### src/sport_pkg.sv
// Package: register map, limits, reset values and timing of the serial port
package sport_pkg;

  // Configuration database locations
  localparam logic [15:0] REG_WR_START  = 16'h1388;
  localparam logic [15:0] REG_WR_COUNT  = 16'h1389;
  localparam logic [15:0] REG_RD_START  = 16'h138A;
  localparam logic [15:0] REG_RD_COUNT  = 16'h138B;
  localparam logic [15:0] REG_FAIL_LIM  = 16'h138C;
  localparam logic [15:0] REG_STAT_LOC  = 16'h138D;
  localparam logic [15:0] REG_ENABLE    = 16'h1392;
  localparam logic [15:0] REG_ROLE      = 16'h1393;
  localparam logic [15:0] REG_FLT_MODE  = 16'h1394;
  localparam logic [15:0] REG_FLT_START = 16'h1395;
  localparam logic [15:0] REG_FLT_BASE  = 16'h1396;
  localparam logic [15:0] REG_FRAMING   = 16'h1397;
  localparam logic [15:0] REG_RATE      = 16'h1398;
  localparam logic [15:0] REG_PARITY    = 16'h1399;
  localparam logic [15:0] REG_WIDTH     = 16'h139A;
  localparam logic [15:0] REG_STOPS     = 16'h139B;
  localparam logic [15:0] REG_PRE_MS    = 16'h139C;
  localparam logic [15:0] REG_POST_MS   = 16'h139D;
  localparam logic [15:0] REG_RESP_MS   = 16'h139E;
  localparam logic [15:0] REG_CTS_USE   = 16'h139F;

  // Valid ranges
  localparam logic [15:0] START_MAX = 16'h1387;
  localparam logic [15:0] COUNT_MAX = 16'h1388;
  localparam logic [15:0] STAT_MAX  = 16'h134C;
  localparam logic [3:0]  WIDTH_MIN = 4'h5;
  localparam logic [3:0]  WIDTH_MAX = 4'h8;

  // Parity codes
  localparam logic [1:0] PAR_NONE = 2'h0;
  localparam logic [1:0] PAR_ODD  = 2'h1;
  localparam logic [1:0] PAR_EVEN = 2'h2;

  // Function codes that carry register data
  localparam logic [7:0] FC_RD_HOLD = 8'h03;
  localparam logic [7:0] FC_WR_ONE  = 8'h06;
  localparam logic [7:0] FC_WR_MANY = 8'h10;

  // Timing
  localparam int unsigned CLK_PERIOD_NS = 32'h00000008;
  localparam int unsigned MS_TIME_NS    = 32'h000F4240;
  localparam int unsigned MS_CYCLES     = MS_TIME_NS / CLK_PERIOD_NS;
  localparam int unsigned CLOCK_HZ      = 32'h07735940;

  typedef struct packed {
    logic        en;
    logic [1:0]  role;
    logic        flt;
    logic [15:0] fstart;
    logic [15:0] fbase;
    logic        ascii;
    logic [15:0] rate;
    logic [1:0]  par;
    logic [3:0]  width;
    logic [1:0]  stops;
    logic [15:0] pre_ms;
    logic [15:0] post_ms;
    logic [15:0] resp_ms;
    logic        cts;
  } port_cfg_s;

  // Port settings after reset: off, master, RTU, 9600 8N1, no delays
  localparam port_cfg_s PORT_RST = '{
    en: 1'h0, role: 2'h0, flt: 1'h0, fstart: 16'h0000,
    fbase: 16'h0000, ascii: 1'h0, rate: 16'h2580, par: PAR_NONE,
    width: 4'h8, stops: 2'h1, pre_ms: 16'h0000, post_ms: 16'h0000,
    resp_ms: 16'h0000, cts: 1'h0};

endpackage : sport_pkg

### src/sport_cfg.sv
// Serial port configuration store with RTS timed character transmitter
`timescale 1ns/1ns

// How it works
// - Host loads configuration after reset; all of it stays readable.
// - Host-to-database start register kept only in range 0 to 4999.
// - Host-to-database register count kept only in range 0 to 5000.
// - Database-to-host start register kept only in range 0 to 4999.
// - Database-to-host register count kept only in range 0 to 5000.
// - Successive transfer errors reaching a nonzero limit stop the port.
// - Negative status location disables status copy; 0..4940 sets base.
// - Port runs only when its enable value is 1.
// - Role code selects master or one of three slave behaviours.
// - Real value mode covers function codes 3, 6 and 16.
// - Requests at or above the threshold are real value requests.
// - Real value requests map from the real value base register.
// - Framing selector picks RTU at 0 and ASCII at 1.
// - Line rate literal, with 384, 576, 115 as short codes.
// - Configured parity applies to sent and checked characters.
// - Characters carry 5 to 8 data bits.
// - One or two stop bits follow each sent character.
// - After RTS rises, wait the pre-send delay before data.
// - After the last byte, wait the post-send delay before RTS low.
// - Reply pre-delay runs before RTS rises.
// - With CTS use on, sending waits for CTS high.
module sport_cfg
  import sport_pkg::*;
#(
  parameter int unsigned MS_CYC = MS_CYCLES,
  parameter int unsigned CLK_HZ = CLOCK_HZ
)(
  // Clock and reset
  input  wire logic        i_clk,
  input  wire logic        i_nrst,
  // Host configuration port
  input  wire logic        i_cfg_wr,
  input  wire logic        i_cfg_rd,
  input  wire logic [15:0] i_cfg_addr,
  input  wire logic [15:0] i_cfg_wdata,
  input  wire logic        i_init_done,
  output logic      [15:0] o_cfg_rdata,
  output logic             o_cfg_ready,
  // Host transfer window and health
  input  wire logic        i_xfer_ok,
  input  wire logic        i_xfer_err,
  output logic      [15:0] o_wr_start,
  output logic      [15:0] o_wr_count,
  output logic      [15:0] o_rd_start,
  output logic      [15:0] o_rd_count,
  output logic             o_ports_shut,
  output logic             o_status_en,
  output logic      [15:0] o_status_base,
  // Port mode
  output logic             o_port_run,
  output logic             o_master,
  output logic             o_pass_raw,
  output logic             o_pass_fmt,
  output logic             o_ascii,
  // Register request mapping
  input  wire logic        i_req_valid,
  input  wire logic  [7:0] i_req_fc,
  input  wire logic [15:0] i_req_reg,
  output logic             o_req_done,
  output logic             o_req_float,
  output logic      [15:0] o_req_db,
  // Byte stream to send
  input  wire logic        i_tx_valid,
  input  wire logic  [7:0] i_tx_data,
  input  wire logic        i_tx_last,
  output logic             o_tx_ready,
  // Received character check
  input  wire logic        i_rx_valid,
  input  wire logic  [7:0] i_rx_data,
  input  wire logic        i_rx_par,
  output logic             o_rx_par_err,
  // Serial line
  input  wire logic        i_cts,
  output logic             o_rts,
  output logic             o_txd
);

  typedef enum logic [2:0] {
    SQ_IDLE, SQ_RESP, SQ_RTS_ON, SQ_CTS, SQ_SEND, SQ_POST
  } seq_e;

  port_cfg_s   port_ff;
  logic [15:0] wr_start_ff, wr_count_ff, rd_start_ff, rd_count_ff;
  logic [15:0] fail_lim_ff, stat_loc_ff, fail_cnt_ff, rdata_ff;
  logic        cfg_ready_ff, shut_ff, run_ff, stat_en_ff;
  logic        req_done_ff, req_float_ff, rx_err_ff;
  logic [15:0] req_db_ff;
  logic [23:0] ms_cnt_ff;
  logic        ms_tick_ff;
  seq_e        seq_ff;
  logic        rts_ff, ready_ff, last_ff;
  logic [15:0] dly_ff;
  logic        busy_ff, txd_ff;
  logic [11:0] shift_ff;
  logic [3:0]  bits_ff;
  logic [23:0] baud_cnt_ff;
  logic [23:0] wr_div, bit_div;
  logic [15:0] rd_val, nxt_fail;
  logic [11:0] frame;
  logic [3:0]  nbits;
  logic        take, bit_tick, char_done, req_flt, dly_start;
  logic [2:0]  mode_ff;

  // Clock cycles per bit for each accepted line rate; zero if not accepted
  function automatic logic [23:0] baud_div(input logic [15:0] code);
    int unsigned d;
    d = 0;
    case (code)
      16'h006E: d = CLK_HZ / 32'h0000006E;
      16'h0096: d = CLK_HZ / 32'h00000096;
      16'h012C: d = CLK_HZ / 32'h0000012C;
      16'h0258: d = CLK_HZ / 32'h00000258;
      16'h04B0: d = CLK_HZ / 32'h000004B0;
      16'h0960: d = CLK_HZ / 32'h00000960;
      16'h12C0: d = CLK_HZ / 32'h000012C0;
      16'h2580: d = CLK_HZ / 32'h00002580;
      16'h4B00: d = CLK_HZ / 32'h00004B00;
      16'h7080: d = CLK_HZ / 32'h00007080;
      16'h0180: d = CLK_HZ / 32'h00009600;
      16'h0240: d = CLK_HZ / 32'h0000E100;
      16'h0073: d = CLK_HZ / 32'h0001C200;
      default:  d = 0;
    endcase
    if (d == 0 && code inside {16'h006E, 16'h0096, 16'h012C})
      d = 1;
    return 24'(d);
  endfunction : baud_div

  // Parity bit over the low w data bits
  function automatic logic par_bit(input logic [7:0] d,
                                   input logic [3:0] w,
                                   input logic [1:0] p);
    logic [7:0] m;
    m = d & 8'(8'hFF >> (4'h8 - w));
    return (p == PAR_ODD) ? ~(^m) : (^m);
  endfunction : par_bit

  always_comb wr_div = baud_div(i_cfg_wdata);
  always_comb bit_div = baud_div(port_ff.rate);

  // Configuration writes; an out of range value leaves the old one
  always_ff @(posedge i_clk)
  begin
    if (!i_nrst)
    begin
      wr_start_ff <= 16'h0000;
      wr_count_ff <= 16'h0000;
      rd_start_ff <= 16'h0000;
      rd_count_ff <= 16'h0000;
      fail_lim_ff <= 16'h0000;
      stat_loc_ff <= 16'hFFFF;
      port_ff     <= PORT_RST;
    end
    else if (i_cfg_wr)
    begin
      case (i_cfg_addr)
        REG_WR_START:
          if (i_cfg_wdata <= START_MAX) wr_start_ff <= i_cfg_wdata;
        REG_WR_COUNT:
          if (i_cfg_wdata <= COUNT_MAX) wr_count_ff <= i_cfg_wdata;
        REG_RD_START:
          if (i_cfg_wdata <= START_MAX) rd_start_ff <= i_cfg_wdata;
        REG_RD_COUNT:
          if (i_cfg_wdata <= COUNT_MAX) rd_count_ff <= i_cfg_wdata;
        REG_FAIL_LIM: fail_lim_ff <= i_cfg_wdata;
        REG_STAT_LOC:
          if (i_cfg_wdata[15] || i_cfg_wdata <= STAT_MAX)
            stat_loc_ff <= i_cfg_wdata;
        REG_ENABLE:
          if (i_cfg_wdata <= 16'h0001) port_ff.en <= i_cfg_wdata[0];
        REG_ROLE:
          if (i_cfg_wdata <= 16'h0003) port_ff.role <= i_cfg_wdata[1:0];
        REG_FLT_MODE:
          if (i_cfg_wdata <= 16'h0001) port_ff.flt <= i_cfg_wdata[0];
        REG_FLT_START: port_ff.fstart <= i_cfg_wdata;
        REG_FLT_BASE:  port_ff.fbase <= i_cfg_wdata;
        REG_FRAMING:
          if (i_cfg_wdata <= 16'h0001) port_ff.ascii <= i_cfg_wdata[0];
        REG_RATE:
          if (wr_div != 24'h000000) port_ff.rate <= i_cfg_wdata;
        REG_PARITY:
          if (i_cfg_wdata <= 16'h0002) port_ff.par <= i_cfg_wdata[1:0];
        REG_WIDTH:
          if (i_cfg_wdata >= 16'(WIDTH_MIN) && i_cfg_wdata <= 16'(WIDTH_MAX))
            port_ff.width <= i_cfg_wdata[3:0];
        REG_STOPS:
          if (i_cfg_wdata == 16'h0001 || i_cfg_wdata == 16'h0002)
            port_ff.stops <= i_cfg_wdata[1:0];
        REG_PRE_MS:  port_ff.pre_ms <= i_cfg_wdata;
        REG_POST_MS: port_ff.post_ms <= i_cfg_wdata;
        REG_RESP_MS: port_ff.resp_ms <= i_cfg_wdata;
        REG_CTS_USE:
          if (i_cfg_wdata <= 16'h0001) port_ff.cts <= i_cfg_wdata[0];
        default: ;
      endcase
    end
  end

  // Read back; unmapped locations read zero
  always_comb
  begin
    case (i_cfg_addr)
      REG_WR_START:  rd_val = wr_start_ff;
      REG_WR_COUNT:  rd_val = wr_count_ff;
      REG_RD_START:  rd_val = rd_start_ff;
      REG_RD_COUNT:  rd_val = rd_count_ff;
      REG_FAIL_LIM:  rd_val = fail_lim_ff;
      REG_STAT_LOC:  rd_val = stat_loc_ff;
      REG_ENABLE:    rd_val = 16'(port_ff.en);
      REG_ROLE:      rd_val = 16'(port_ff.role);
      REG_FLT_MODE:  rd_val = 16'(port_ff.flt);
      REG_FLT_START: rd_val = port_ff.fstart;
      REG_FLT_BASE:  rd_val = port_ff.fbase;
      REG_FRAMING:   rd_val = 16'(port_ff.ascii);
      REG_RATE:      rd_val = port_ff.rate;
      REG_PARITY:    rd_val = 16'(port_ff.par);
      REG_WIDTH:     rd_val = 16'(port_ff.width);
      REG_STOPS:     rd_val = 16'(port_ff.stops);
      REG_PRE_MS:    rd_val = port_ff.pre_ms;
      REG_POST_MS:   rd_val = port_ff.post_ms;
      REG_RESP_MS:   rd_val = port_ff.resp_ms;
      REG_CTS_USE:   rd_val = 16'(port_ff.cts);
      default:       rd_val = 16'h0000;
    endcase
  end

  always_ff @(posedge i_clk)
  begin
    if (!i_nrst)
      rdata_ff <= 16'h0000;
    else if (i_cfg_rd)
      rdata_ff <= rd_val;
  end

  // Initialization handshake and run state
  always_ff @(posedge i_clk)
  begin
    if (!i_nrst)
    begin
      cfg_ready_ff <= 1'b0;
      run_ff       <= 1'b0;
      stat_en_ff   <= 1'b0;
    end
    else
    begin
      if (i_init_done)
        cfg_ready_ff <= 1'b1;
      run_ff     <= cfg_ready_ff && port_ff.en && !shut_ff;
      stat_en_ff <= !stat_loc_ff[15];
    end
  end

  // Successive transfer failures; a good transfer restarts the count
  always_comb
  begin
    nxt_fail = fail_cnt_ff;
    if (i_xfer_ok)
      nxt_fail = 16'h0000;
    else if (i_xfer_err && fail_cnt_ff != 16'hFFFF)
      nxt_fail = fail_cnt_ff + 16'h0001;
  end

  always_ff @(posedge i_clk)
  begin
    if (!i_nrst)
    begin
      fail_cnt_ff <= 16'h0000;
      shut_ff     <= 1'b0;
    end
    else
    begin
      fail_cnt_ff <= nxt_fail;
      shut_ff     <= fail_lim_ff != 16'h0000
                     && nxt_fail >= fail_lim_ff;
    end
  end

  // Real value request mapping
  always_comb
    req_flt = port_ff.flt && i_req_reg >= port_ff.fstart
              && i_req_fc inside {FC_RD_HOLD, FC_WR_ONE, FC_WR_MANY};

  always_ff @(posedge i_clk)
  begin
    if (!i_nrst)
    begin
      req_done_ff  <= 1'b0;
      req_float_ff <= 1'b0;
      req_db_ff    <= 16'h0000;
    end
    else
    begin
      req_done_ff <= i_req_valid;
      if (i_req_valid)
      begin
        req_float_ff <= req_flt;
        req_db_ff    <= req_flt
                        ? 16'(port_ff.fbase + (i_req_reg - port_ff.fstart))
                        : i_req_reg;
      end
    end
  end

  // A new delay restarts the count, so no delay ends early
  always_comb
    dly_start = (seq_ff == SQ_IDLE && i_tx_valid)
                || (seq_ff == SQ_RESP && dly_ff == 16'h0000)
                || (seq_ff == SQ_SEND && char_done && last_ff);

  // Millisecond tick
  always_ff @(posedge i_clk)
  begin
    if (!i_nrst || dly_start || ms_cnt_ff == 24'(MS_CYC - 1))
      ms_cnt_ff <= 24'h000000;
    else
      ms_cnt_ff <= ms_cnt_ff + 24'h000001;
    ms_tick_ff <= i_nrst && !dly_start
                  && ms_cnt_ff == 24'(MS_CYC - 1);
  end

  // Character framing: start, data, optional parity, stop bits
  always_comb
  begin
    frame = 12'hFFF;
    frame[0] = 1'b0;
    for (int i = 0; i < 8; i++)
      if (i < int'(port_ff.width))
        frame[i + 1] = i_tx_data[i];
    if (port_ff.par != PAR_NONE)
      frame[port_ff.width + 4'h1] =
        par_bit(i_tx_data, port_ff.width, port_ff.par);
    nbits = 4'h1 + port_ff.width + 4'(port_ff.par != PAR_NONE)
            + 4'(port_ff.stops);
  end

  assign take      = ready_ff && i_tx_valid;
  assign bit_tick  = busy_ff && baud_cnt_ff == bit_div - 24'h000001;
  assign char_done = bit_tick && bits_ff == 4'h0;

  // Bit shifter
  always_ff @(posedge i_clk)
  begin
    if (!i_nrst)
    begin
      busy_ff     <= 1'b0;
      txd_ff      <= 1'b1;
      shift_ff    <= 12'hFFF;
      bits_ff     <= 4'h0;
      baud_cnt_ff <= 24'h000000;
    end
    else if (take)
    begin
      busy_ff     <= 1'b1;
      txd_ff      <= frame[0];
      shift_ff    <= frame >> 1;
      bits_ff     <= nbits - 4'h1;
      baud_cnt_ff <= 24'h000000;
    end
    else if (busy_ff)
    begin
      baud_cnt_ff <= bit_tick ? 24'h000000 : baud_cnt_ff + 24'h000001;
      if (char_done)
      begin
        busy_ff <= 1'b0;
        txd_ff  <= 1'b1;
      end
      else if (bit_tick)
      begin
        txd_ff   <= shift_ff[0];
        shift_ff <= shift_ff >> 1;
        bits_ff  <= bits_ff - 4'h1;
      end
    end
  end

  // Received character parity check
  always_ff @(posedge i_clk)
  begin
    if (!i_nrst)
      rx_err_ff <= 1'b0;
    else
      rx_err_ff <= i_rx_valid && port_ff.par != PAR_NONE
        && i_rx_par != par_bit(i_rx_data, port_ff.width, port_ff.par);
  end

  // RTS sequencer
  always_ff @(posedge i_clk)
  begin
    if (!i_nrst || !run_ff)
    begin
      seq_ff   <= SQ_IDLE;
      rts_ff   <= 1'b0;
      ready_ff <= 1'b0;
      last_ff  <= 1'b0;
      dly_ff   <= 16'h0000;
    end
    else
    begin
      unique case (seq_ff)
        SQ_IDLE:
          if (i_tx_valid)
          begin
            seq_ff <= SQ_RESP;
            dly_ff <= (port_ff.role != 2'h0) ? port_ff.resp_ms
                                             : 16'h0000;
          end
        SQ_RESP:
          if (dly_ff == 16'h0000)
          begin
            seq_ff <= SQ_RTS_ON;
            rts_ff <= 1'b1;
            dly_ff <= port_ff.pre_ms;
          end
          else if (ms_tick_ff)
            dly_ff <= dly_ff - 16'h0001;
        SQ_RTS_ON:
          if (dly_ff == 16'h0000)
            seq_ff <= SQ_CTS;
          else if (ms_tick_ff)
            dly_ff <= dly_ff - 16'h0001;
        SQ_CTS:
          if (!port_ff.cts || i_cts)
          begin
            seq_ff   <= SQ_SEND;
            ready_ff <= 1'b1;
          end
        SQ_SEND:
          if (take)
          begin
            ready_ff <= 1'b0;
            last_ff  <= i_tx_last;
          end
          else if (char_done)
          begin
            if (last_ff)
            begin
              seq_ff <= SQ_POST;
              dly_ff <= port_ff.post_ms;
            end
            else
              ready_ff <= 1'b1;
          end
        SQ_POST:
          if (dly_ff == 16'h0000)
          begin
            seq_ff  <= SQ_IDLE;
            rts_ff  <= 1'b0;
            last_ff <= 1'b0;
          end
          else if (ms_tick_ff)
            dly_ff <= dly_ff - 16'h0001;
      endcase
    end
  end

  always_ff @(posedge i_clk)
  begin
    if (!i_nrst)
      mode_ff <= 3'h4;
    else
      mode_ff <= {port_ff.role == 2'h0, port_ff.role == 2'h2,
                  port_ff.role == 2'h3};
  end

  assign o_cfg_rdata   = rdata_ff;
  assign o_cfg_ready   = cfg_ready_ff;
  assign o_wr_start    = wr_start_ff;
  assign o_wr_count    = wr_count_ff;
  assign o_rd_start    = rd_start_ff;
  assign o_rd_count    = rd_count_ff;
  assign o_ports_shut  = shut_ff;
  assign o_status_en   = stat_en_ff;
  assign o_status_base = stat_loc_ff;
  assign o_port_run    = run_ff;
  assign o_master      = mode_ff[2];
  assign o_pass_raw    = mode_ff[1];
  assign o_pass_fmt    = mode_ff[0];
  assign o_ascii       = port_ff.ascii;
  assign o_req_done    = req_done_ff;
  assign o_req_float   = req_float_ff;
  assign o_req_db      = req_db_ff;
  assign o_tx_ready    = ready_ff;
  assign o_rx_par_err  = rx_err_ff;
  assign o_rts         = rts_ff;
  assign o_txd         = txd_ff;

  rts_idle_a:
    assert property (@(posedge i_clk) disable iff (!i_nrst)
      seq_ff == SQ_IDLE |-> !rts_ff)
    else $error("RTS high while idle");

  presend_quiet_a:
    assert property (@(posedge i_clk) disable iff (!i_nrst)
      $rose(rts_ff) |-> !ready_ff && txd_ff)
    else $error("Data offered as RTS rose");

  cts_gate_a:
    assert property (@(posedge i_clk) disable iff (!i_nrst)
      seq_ff == SQ_CTS && port_ff.cts && !i_cts && run_ff
      |=> seq_ff != SQ_SEND)
    else $error("Sending started without CTS");

  fail_stop_a:
    assert property (@(posedge i_clk) disable iff (!i_nrst)
      shut_ff |=> !run_ff)
    else $error("Port runs after failure limit");

  no_limit_a:
    assert property (@(posedge i_clk) disable iff (!i_nrst)
      fail_lim_ff == 16'h0000 |=> !shut_ff)
    else $error("Port stopped with zero limit");

  disable_rts_a:
    assert property (@(posedge i_clk) disable iff (!i_nrst)
      !port_ff.en ##1 !port_ff.en |=> !rts_ff)
    else $error("RTS driven on disabled port");

  float_map_a:
    assert property (@(posedge i_clk) disable iff (!i_nrst)
      i_req_valid && req_flt |=> req_float_ff && req_done_ff)
    else $error("Real value request not flagged");

  resp_order_a:
    assert property (@(posedge i_clk) disable iff (!i_nrst)
      $rose(rts_ff) |-> $past(seq_ff) == SQ_RESP)
    else $error("RTS rose without reply pre-delay");

  width_keep_a:
    assert property (@(posedge i_clk) disable iff (!i_nrst)
      i_cfg_wr && i_cfg_addr == REG_WIDTH && i_cfg_wdata > 16'h0008
      |=> port_ff.width == $past(port_ff.width))
    else $error("Out of range width accepted");

  status_off_a:
    assert property (@(posedge i_clk) disable iff (!i_nrst)
      stat_loc_ff[15] ##1 stat_loc_ff[15] |-> !stat_en_ff)
    else $error("Status copy on with negative location");

endmodule : sport_cfg

### config.mk
export PLATFORM = sky130hd
export DESIGN_NAME = sport_cfg
export DESIGN_NICKNAME = d
export VERILOG_FILES = /design/src/sport_pkg.sv /design/src/sport_cfg.sv
export SDC_FILE = /design/constraint.sdc
export NUM_CORES = 1
export LEC_CHECK = 0
export ABC_AREA = 1
export BUFFER_PORTS_ARGS = -buffer_cell sky130_fd_sc_hd__buf_2
export CAP_MARGIN = 20
export CELL_PAD_IN_SITES_DETAIL_PLACEMENT = 1
export CELL_PAD_IN_SITES_GLOBAL_PLACEMENT = 2
export CORE_ASPECT_RATIO = 0.8
export CORE_MARGIN = 10
export CORE_UTILIZATION = 34
export DETAILED_ROUTE_END_ITERATION = 6
export PLACE_DENSITY_LB_ADDON = 0.1
export SETUP_SLACK_MARGIN = 0.15
export SLEW_MARGIN = 40
export SYNTH_ARGS = -nofsm -noshare
export SYNTH_HDL_FRONTEND = slang
export SYNTH_SLANG_ARGS = --single-unit
### constraint.sdc
create_clock -name i_clk -period 4.7 [get_ports i_clk]
set_input_delay 1.41 -clock i_clk [delete_from_list [all_inputs] [get_ports i_clk]]
set_output_delay 1.41 -clock i_clk [all_outputs]
set_load 0.02 [all_outputs]
==> results.txt, run 1 <==
----------------------------------------------------
[Clocking]
  Hold-fix buffers at CTS ... 0
  Max clock buf depth ... 3
  Clock latency on the worst-skew pair ... 0.61 ns
  Resized cells post-CTS ... 0
  Post-CTS Setup Inserts ... 0
  Clock tree from TritonCTS ... done
  Number of sinks on the clock net ... 353
  Deepest level of the CTS H-tree ... 2
  Cell chosen for the clock root ... sky130_fd_sc_hd__clkbuf_16
  Cts bufs inserted ... 42
  CTS clock-pin slew for the worst setup and hold paths ... 0.05 ns

[Finish]
  Top reg by flops ... port_ff
  Area of the multi-input gates ... 0.0114 sq mm
  Net total in the final layout ... 3,400
  Final cell utilization of the core ... 0.398
  Number of flip-flops under the largest register name ... 109
  Leading registers by flop count ... port_ff x109, baud_cnt_ff x24, ms_cnt_ff x24
  ANT cells ... 0
  Fraction of final layout cells with drive strength greater than 1 ... 0.126
  Fillers ... 7,790
  Sequential standard cell area ... 0.00707 sq mm
  Synthesis-to-finish area growth ... 16.1%

[STA]
  Relative max-transition margin ... 0.421
  Max Freq ... 245 MHz
  Final setup violation count ... 0
  Post-route clock period utilization ... 0.869
  Max-slew violation total from the final report ... 0
  Least-Margin Pin Slew ... 0.867 ns
  Number of hold violations in the final report ... 0
  Minimum clock period ... 4.09 ns
  Setup_tns ... 0 ns
  Unrepaired setup endpoints after global routing ... false
  Fin Clk Skew ... 0.0352 ns

[Die]
  Effective utilization at floorplan ... 0.343
  Full die area ... 0.0717 sq mm
  Die extent in y ... 242 um
  Die W ... 297 um
  I/O pin count ... 211
  Core Footprint ... 0.0609 sq mm
  Row Count ... 81

[Worst setup path]
  Capturing element of the worst setup path ... baud_cnt_ff[17]
  Worst setup path class ... reg -> reg
  Launching element of the worst setup path ... port_ff[66]
  Cell Chain, Critical Path ... inv_2 -> nor2_1 -> nand2_1 -> nor2_2 -> nand2_2 -> nand2_2 -> inv_1 -> nand3_1 -> inv_1 -> ha_1 -> nand3_2 -> nand2_1 -> nand2_1 -> nor3b_1 -> nand4_1 -> nor2_1 -> nand2_1 -> nand2_1 -> or2_2 -> inv_1
  Critical path required time ... 5.18 ns
  Worst setup SP type ... flop
  Signal arrival time at the worst endpoint ... 4.57 ns
  Worst r2r path cells ... 20
  Kind of capture point of the worst setup path ... flop
  Cell seen most often among critical-path stages ... sky130_fd_sc_hd__nand2_1
  Cell type group with the largest total delay on the critical path ... simple AND/OR/NAND/NOR gates
  Register-to-register setup slack ... 0.61 ns
  FF-to-FF End ... baud_cnt_ff[17]
  Combined buffer and inverter count along the critical path ... 4
  Delay of the slowest critical-path stage ... 0.58 ns
  CP Depth ... 20
  Standard cell with the maximum stage delay on the critical path ... sky130_fd_sc_hd__dfxtp_1
  Maximum fanout along the worst path ... 20
  Worst flop-to-flop path startpoint ... port_ff[66]

[Logic synthesis]
  Adder-cell share of the synthesized area ... 0.0567
  Cell taking the most area after synthesis ... sky130_fd_sc_hd__dfxtp_1
  Library cell with the highest instance count after synthesis ... sky130_fd_sc_hd__inv_1
  Number of different library cells in the post-synthesis netlist ... 60
  Share of the synthesized area in the top cell type ... 0.339
  Count of warnings emitted by yosys ... 0
  Synthesized Nets ... 3,225
  Combinational family with the most area after synthesis ... simple AND/OR/NAND/NOR gates
  FF+latch count, synth ... 353
  Xor/xnor cell area share of the yosys netlist ... 0.0340
  Biggest area contributors in the synthesized netlist ... sky130_fd_sc_hd__dfxtp_1, sky130_fd_sc_hd__inv_1, sky130_fd_sc_hd__nand2_1, sky130_fd_sc_hd__a21oi_1, sky130_fd_sc_hd__nor2_1
  Synth async-reset ratio ... 0
  Prevailing post-synth register cell ... sky130_fd_sc_hd__dfxtp_1
  Post-Synth Simple-Gate Area ... 0.257
  Post-synth EDFFs ... 0
  Cells after synthesis ... 3,055
  Synth cell count leaders ... sky130_fd_sc_hd__inv_1, sky130_fd_sc_hd__nand2_1, sky130_fd_sc_hd__dfxtp_1, sky130_fd_sc_hd__nor2_1, sky130_fd_sc_hd__a21oi_1
  Area of the mapped netlist ... 0.0209 sq mm
  Share of the synthesized area in compound gates (AO/OA/AOI/OAI) ... 0.198
  Avg Synthesized Cell Area ... 6.83 sq um
  Seq/Total Area, Yosys ... 0.339
  Multiplexer area fraction after synthesis ... 0

[Pwr]
  Leakage component of the power ... 10.6 nW
  Maximum VDD drop ... 0.227 mV
  Total power per unit cell area ... 283 mW/mm^2

[Job]
  Number of max-cap violations ... 0

[Min path]
  Worst Min Path Start ... ms_cnt_ff[0]
  Worst hold path type ... reg -> reg
  Hold Path Depth ... 1

[Detailed routing]
  DR iter-0 viols ... 1,602
  Number of remaining DRC errors ... 0
  Wire per inst ... 21.9 um
  Overall routed net length ... 89,400 um
  Router iterations before antenna repair ... 5
  Via count ... 21.8k
  Antenna viol nets, final ... 0
  Vias per std cell ... 5.34

[GRT]
  Wire length of the first global-routing pass ... 136,000 um
  Aggregate global routing overflow ... 0
  Overall fraction of global-route tracks in use ... 0.239
  Number of global-route vias before repair ... 21.9k
  Antenna violations before repair ... 4
  Maximum number of pins on one net before global-route repair ... 142

[Placement]
  Number of port buffers ... 210
  Global placer's final weighted congestion ... 0.909
  Placed wire-length estimate ... 68,400 um

[Status]
  Result of the run ... finished clean

----------------------------------------------------
through the flow:
stage | power [mW] | hold WS [ns] | std cells | setup slack (ns) | area [sq um]
floorplan | 3.37 | 0.418 | 3055 | 0.841 | 20900
global placement | 3.57 | 0.431 | 4016 | 0.323 | 22900
detailed placement | 3.58 | 0.448 | 4016 | 0.376 | 22900
CTS | 6.93 | 0.461 | 4090 | 0.665 | 24200
global route | 7.11 | 0.481 | 4090 | 0.226 | 24200
finish | 6.85 | 0.453 | 4090 | 0.614 | 24200
per-layer routing:
metal  vias to the layer above  global-route usage  share of wire
met3                       118              0.0467          0.060
met2                       564               0.356           0.42
li1                      10500                   -              -
met4                         4              0.0687          0.027
met5                         -                   0        0.00032
met1                     10600               0.344           0.50
layout make-up:
class	count	share of cell area
multi-input combinational	2082	0.472
inverter	482	0.0747
tap	830	0.0429
clock buffer	64	0.0505
clock inverter	10	0.00532
sequential	353	0.292
timing repair buffer	269	0.0630
cell families after synthesis:
logic type,count (synthesis)
AO/OA/AOI/OAI,724
XOR/XNOR,81
buffers and inverters,620
adder cells (fa/ha/maj),85
flip-flops,353
AND/OR/NAND/NOR,1192
worst min path at each step:
| stage | to | slack [ns] |
|---|---|---|
| after floorplan | ms_cnt_ff[0] | 0.42 |
| after global placement | ms_cnt_ff[0] | 0.43 |
| after detailed placement | ms_cnt_ff[0] | 0.45 |
| after CTS | ms_cnt_ff[0] | 0.46 |
| after global routing | ms_cnt_ff[0] | 0.48 |
| final | ms_cnt_ff[0] | 0.45 |
layout by cell type, fill, tap and decap left out, types with 11 or more instances in the layout:
| master | synthesis | layout |
|---|---|---|
| sky130_fd_sc_hd__dfxtp_1 | 353 | 353 |
| sky130_fd_sc_hd__nor4_1 | 37 | 35 |
| sky130_fd_sc_hd__clkbuf_16 | 0 | 42 |
| sky130_fd_sc_hd__o22ai_1 | 75 | 75 |
| sky130_fd_sc_hd__nand3_1 | 161 | 161 |
| sky130_fd_sc_hd__o211ai_1 | 26 | 26 |
| sky130_fd_sc_hd__or2_2 | 11 | 11 |
| sky130_fd_sc_hd__nand4_1 | 52 | 52 |
| sky130_fd_sc_hd__xnor2_1 | 23 | 23 |
| sky130_fd_sc_hd__inv_1 | 464 | 462 |
| sky130_fd_sc_hd__a211oi_1 | 11 | 11 |
| sky130_fd_sc_hd__nor2_1 | 330 | 330 |
| sky130_fd_sc_hd__nand2_1 | 447 | 447 |
| sky130_fd_sc_hd__ha_1 | 69 | 69 |
| sky130_fd_sc_hd__buf_2 | 4 | 209 |
| sky130_fd_sc_hd__nor2_2 | 14 | 14 |
| sky130_fd_sc_hd__a21oi_1 | 279 | 279 |
| sky130_fd_sc_hd__xor2_1 | 58 | 58 |
| sky130_fd_sc_hd__nor3_1 | 81 | 79 |
| sky130_fd_sc_hd__a221oi_1 | 42 | 42 |
| sky130_fd_sc_hd__clkbuf_1 | 115 | 13 |
| sky130_fd_sc_hd__inv_2 | 13 | 15 |
| sky130_fd_sc_hd__buf_4 | 4 | 57 |
| sky130_fd_sc_hd__fa_1 | 16 | 16 |
| sky130_fd_sc_hd__o21ai_0 | 237 | 237 |
power breakdown:
group	switching, mW	internal, mW	total [mW]	leakage (nW)
Sequential	0.00645	3.00	3.01	2.85
Combinational	0.357	0.153	0.510	7.07
Clock	1.42	1.91	3.33	0.662
Total	1.79	5.06	6.85	10.6
No activity file was read; power rests on OpenSTA's default activity.
==> run 2, diff against run 1 <==
BUFFER_PORTS_ARGS = -buffer_cell sky130_fd_sc_hd__clkbuf_2   (was -buffer_cell sky130_fd_sc_hd__buf_2)
==> run 2 against run 1 <==
  * Non-clock buffer count rose by 7
  * Via count is 0.32% higher
  * Fmax is 0.36% higher
  * Sequential share of layout area down 0.099 points
  * Critical path type unchanged
  * Largest power group unchanged
==> results.txt, run 2 (same netlist as run 1, synthesis figures left out) <==
----------------------------------------------------
[Status]
  Result of the run ... finished clean

[Worst setup path]
  Critical path required time ... 5.18 ns (about the same)
  Standard cell with the maximum stage delay on the critical path ... sky130_fd_sc_hd__dfxtp_1
  Worst setup path class ... reg -> reg
  Maximum fanout along the worst path ... 28 (+40%)
  Cell Chain, Critical Path ... nor2_1 -> nand2_2 -> nor2_8 -> nand2_4 -> nand2_1 -> nor2_1 -> nand3_1 -> inv_1 -> ha_1 -> nand3_2 -> nand2_1 -> nor2_1 -> inv_1 -> nand2_1 -> nor2_1 -> nand2_1 -> nor2_2 -> nand4_2 -> nand2_2 -> buf_4 -> nand3_1 -> nand2_1 -> nor2_1
  Cell type group with the largest total delay on the critical path ... simple AND/OR/NAND/NOR gates
  Combined buffer and inverter count along the critical path ... 3 (-1)
  Delay of the slowest critical-path stage ... 0.61 ns (+0.03 ns)
  Worst setup SP type ... flop
  Signal arrival time at the worst endpoint ... 4.55 ns (-0.02 ns)
  Kind of capture point of the worst setup path ... flop

[STA]
  Fin Clk Skew ... 0.0223 ns (-0.0129 ns)
  Final setup violation count ... 0 (unchanged)
  Setup_tns ... 0 ns (unchanged)
  Unrepaired setup endpoints after global routing ... false
  Worst slack on hold paths ... 0.451 ns (-0.00165 ns)
  Least-Margin Pin Slew ... 0.885 ns (+0.0182 ns)
  Minimum clock period ... 4.07 ns (-0.0145 ns)
  Relative max-transition margin ... 0.409 (-0.0111)
  Number of hold violations in the final report ... 0 (unchanged)
  Max Freq ... 246 MHz (+0.36%)
  Max-slew violation total from the final report ... 0 (unchanged)
  Post-route clock period utilization ... 0.866 (-0.00308)

[Detailed routing]
  Via count ... 21.9k (+0.32%)
  Overall routed net length ... 90,400 um (+1.1%)
  Vias per std cell ... 5.35 (about the same)
  Wire per inst ... 22.1 um (+0.92%)
  Number of remaining DRC errors ... 0 (unchanged)
  Antenna viol nets, final ... 0 (unchanged)
  DR iter-0 viols ... 1,340 (-16%)
  Router iterations before antenna repair ... 7 (+2)

[GRT]
  Wire length of the first global-routing pass ... 138,000 um (+1.8%)
  Overall fraction of global-route tracks in use ... 0.242 (+0.00269)
  Aggregate global routing overflow ... 0 (unchanged)
  Antenna violations before repair ... 2 (-2)
  Number of global-route vias before repair ... 22.4k (+2.1%)
  Maximum number of pins on one net before global-route repair ... 104 (-27%)

[Clocking]
  Cell chosen for the clock root ... sky130_fd_sc_hd__clkbuf_16
  Number of sinks on the clock net ... 353 (unchanged)
  Resized cells post-CTS ... 0 (unchanged)
  Hold-fix buffers at CTS ... 0 (unchanged)
  Post-CTS Setup Inserts ... 0 (unchanged)
  Clock tree from TritonCTS ... done
  CTS clock-pin slew for the worst setup and hold paths ... 0.06 ns (about the same)
  Deepest level of the CTS H-tree ... 2 (unchanged)
  Max clock buf depth ... 3 (unchanged)
  Cts bufs inserted ... 43 (+2.4%)
  Clock latency on the worst-skew pair ... 0.59 ns (-0.02 ns)

[Pwr]
  Switching power of the nets ... 1.82 mW (+1.9%)
  Maximum VDD drop ... 0.202 mV (-11%)
  Total power per unit cell area ... 285 mW/mm^2 (+0.73%)
  Share of total power in the clock network ... 0.491 (+0.005)
  Combinational share of power ... 0.075 (about the same)
  Leakage component of the power ... 10.6 nW (about the same)
  Sequential cell fraction of total power ... 0.435 (-0.004)
  Sw Ratio ... 0.263 (+0.00207)
  Internal power component ... 5.10 mW (+0.79%)

[Finish]
  Fillers ... 7,780 (-0.13%)
  Most common cell after layout, fill and taps aside ... sky130_fd_sc_hd__inv_1
  ANT cells ... 0 (unchanged)
  Number of flip-flops under the largest register name ... 109 (unchanged)
  Net total in the final layout ... 3,408 (+0.24%)
  Top reg by flops ... port_ff
  Final cell utilization of the core ... 0.399 (+0.00136)
  Fraction of final layout cells with drive strength greater than 1 ... 0.131 (+0.00455)
  Most frequent cells in the layout ... sky130_fd_sc_hd__inv_1, sky130_fd_sc_hd__nand2_1, sky130_fd_sc_hd__dfxtp_1
  Leading registers by flop count ... port_ff x109, baud_cnt_ff x24, ms_cnt_ff x24
  Synthesis-to-finish area growth ... 16.5%

[Die]
  I/O pin count ... 211 (unchanged)
  Row Count ... 81 (unchanged)
  Die extent in y ... 242 um (unchanged)
  Effective utilization at floorplan ... 0.343 (unchanged)
  Core Footprint ... 0.0609 sq mm (unchanged)
  Full die area ... 0.0717 sq mm (unchanged)
  Die W ... 297 um (unchanged)

[Placement]
  Placed wire-length estimate ... 69,300 um (+1.2%)
  Global placer's final weighted congestion ... 0.906 (-0.35%)
  Number of port buffers ... 210 (unchanged)

[Job]
  Number of max-cap violations ... 0 (unchanged)

[Min path]
  Worst hold path type ... reg -> reg

----------------------------------------------------
==> run 2: changes by cell type in the layout (fill, tap and decap cells not counted), sizes merged <==
cell,change
clkbuf,+204
clkinv,+2
clkinvlp,+3
buf,-202
inv,+2
==> run 2: power by group through the flow <==
stage | clock [mW] | combinational [mW] | sequential [mW]
2_1_floorplan | 0 | 0.287 | 3.09
3_3_place_gp | 0 | 0.505 | 3.08
3_5_place_dp | 0 | 0.514 | 3.08
4_1_cts | 3.48 | 0.517 | 3.01
5_1_grt | 3.60 | 0.570 | 3.01
6_report | 3.40 | 0.518 | 3.01
==> run 2: cell type report <==
| type | instances | area (sq um) | share of cell area |
|---|---|---|---|
| clock buffer | 59 | 1230 | 0.0504 |
| clock inverter | 17 | 171 | 0.00705 |
| inverter | 482 | 1810 | 0.0744 |
| multi-input combinational | 2082 | 11400 | 0.470 |
| sequential | 353 | 7070 | 0.291 |
| tap | 830 | 1040 | 0.0427 |
| timing repair buffer | 276 | 1560 | 0.0642 |
==> run 2: worst paths after layout <==
check,from,to,slack [ns],cells after the start
worst min register to register,ms_cnt_ff[0],ms_cnt_ff[0],0.45,1
worst max register to register,port_ff[65],dly_ff[5],0.63,23
worst max-delay path,port_ff[65],dly_ff[5],0.63,23
worst min-delay path,ms_cnt_ff[0],ms_cnt_ff[0],0.45,1
==> run 2: through the flow <==
stage	power (mW)	setup slack, ns	instances	area (sq um)
3_5_place_dp	3.59	0.328	4022	22900
6_report	6.93	0.629	4099	24300
5_1_grt	7.18	0.214	4099	24300
4_1_cts	7.01	0.679	4098	24300
3_3_place_gp	3.58	0.307	4022	22900
2_1_floorplan	3.37	0.841	3055	20900
==> run 2: routing by layer <==
layer / vias up / wire length, um / GRT usage
met3: 108 / 4900 / 0.0395
met1: 10700 / 45000 / 0.349
met4: 4 / 2140 / 0.0597
met2: 539 / 38300 / 0.369
met5: - / 27 / 0
li1: 10500 / - / -
==> run 2: worst register-to-register path: cells and delay by family, from the launching register on <==
family	cells	cell delay [ns]
adders and majority gates	1	0.21
buffers and inverters	3	0.48
DFF	1	0.61
and+or+nand+nor	19	2.66
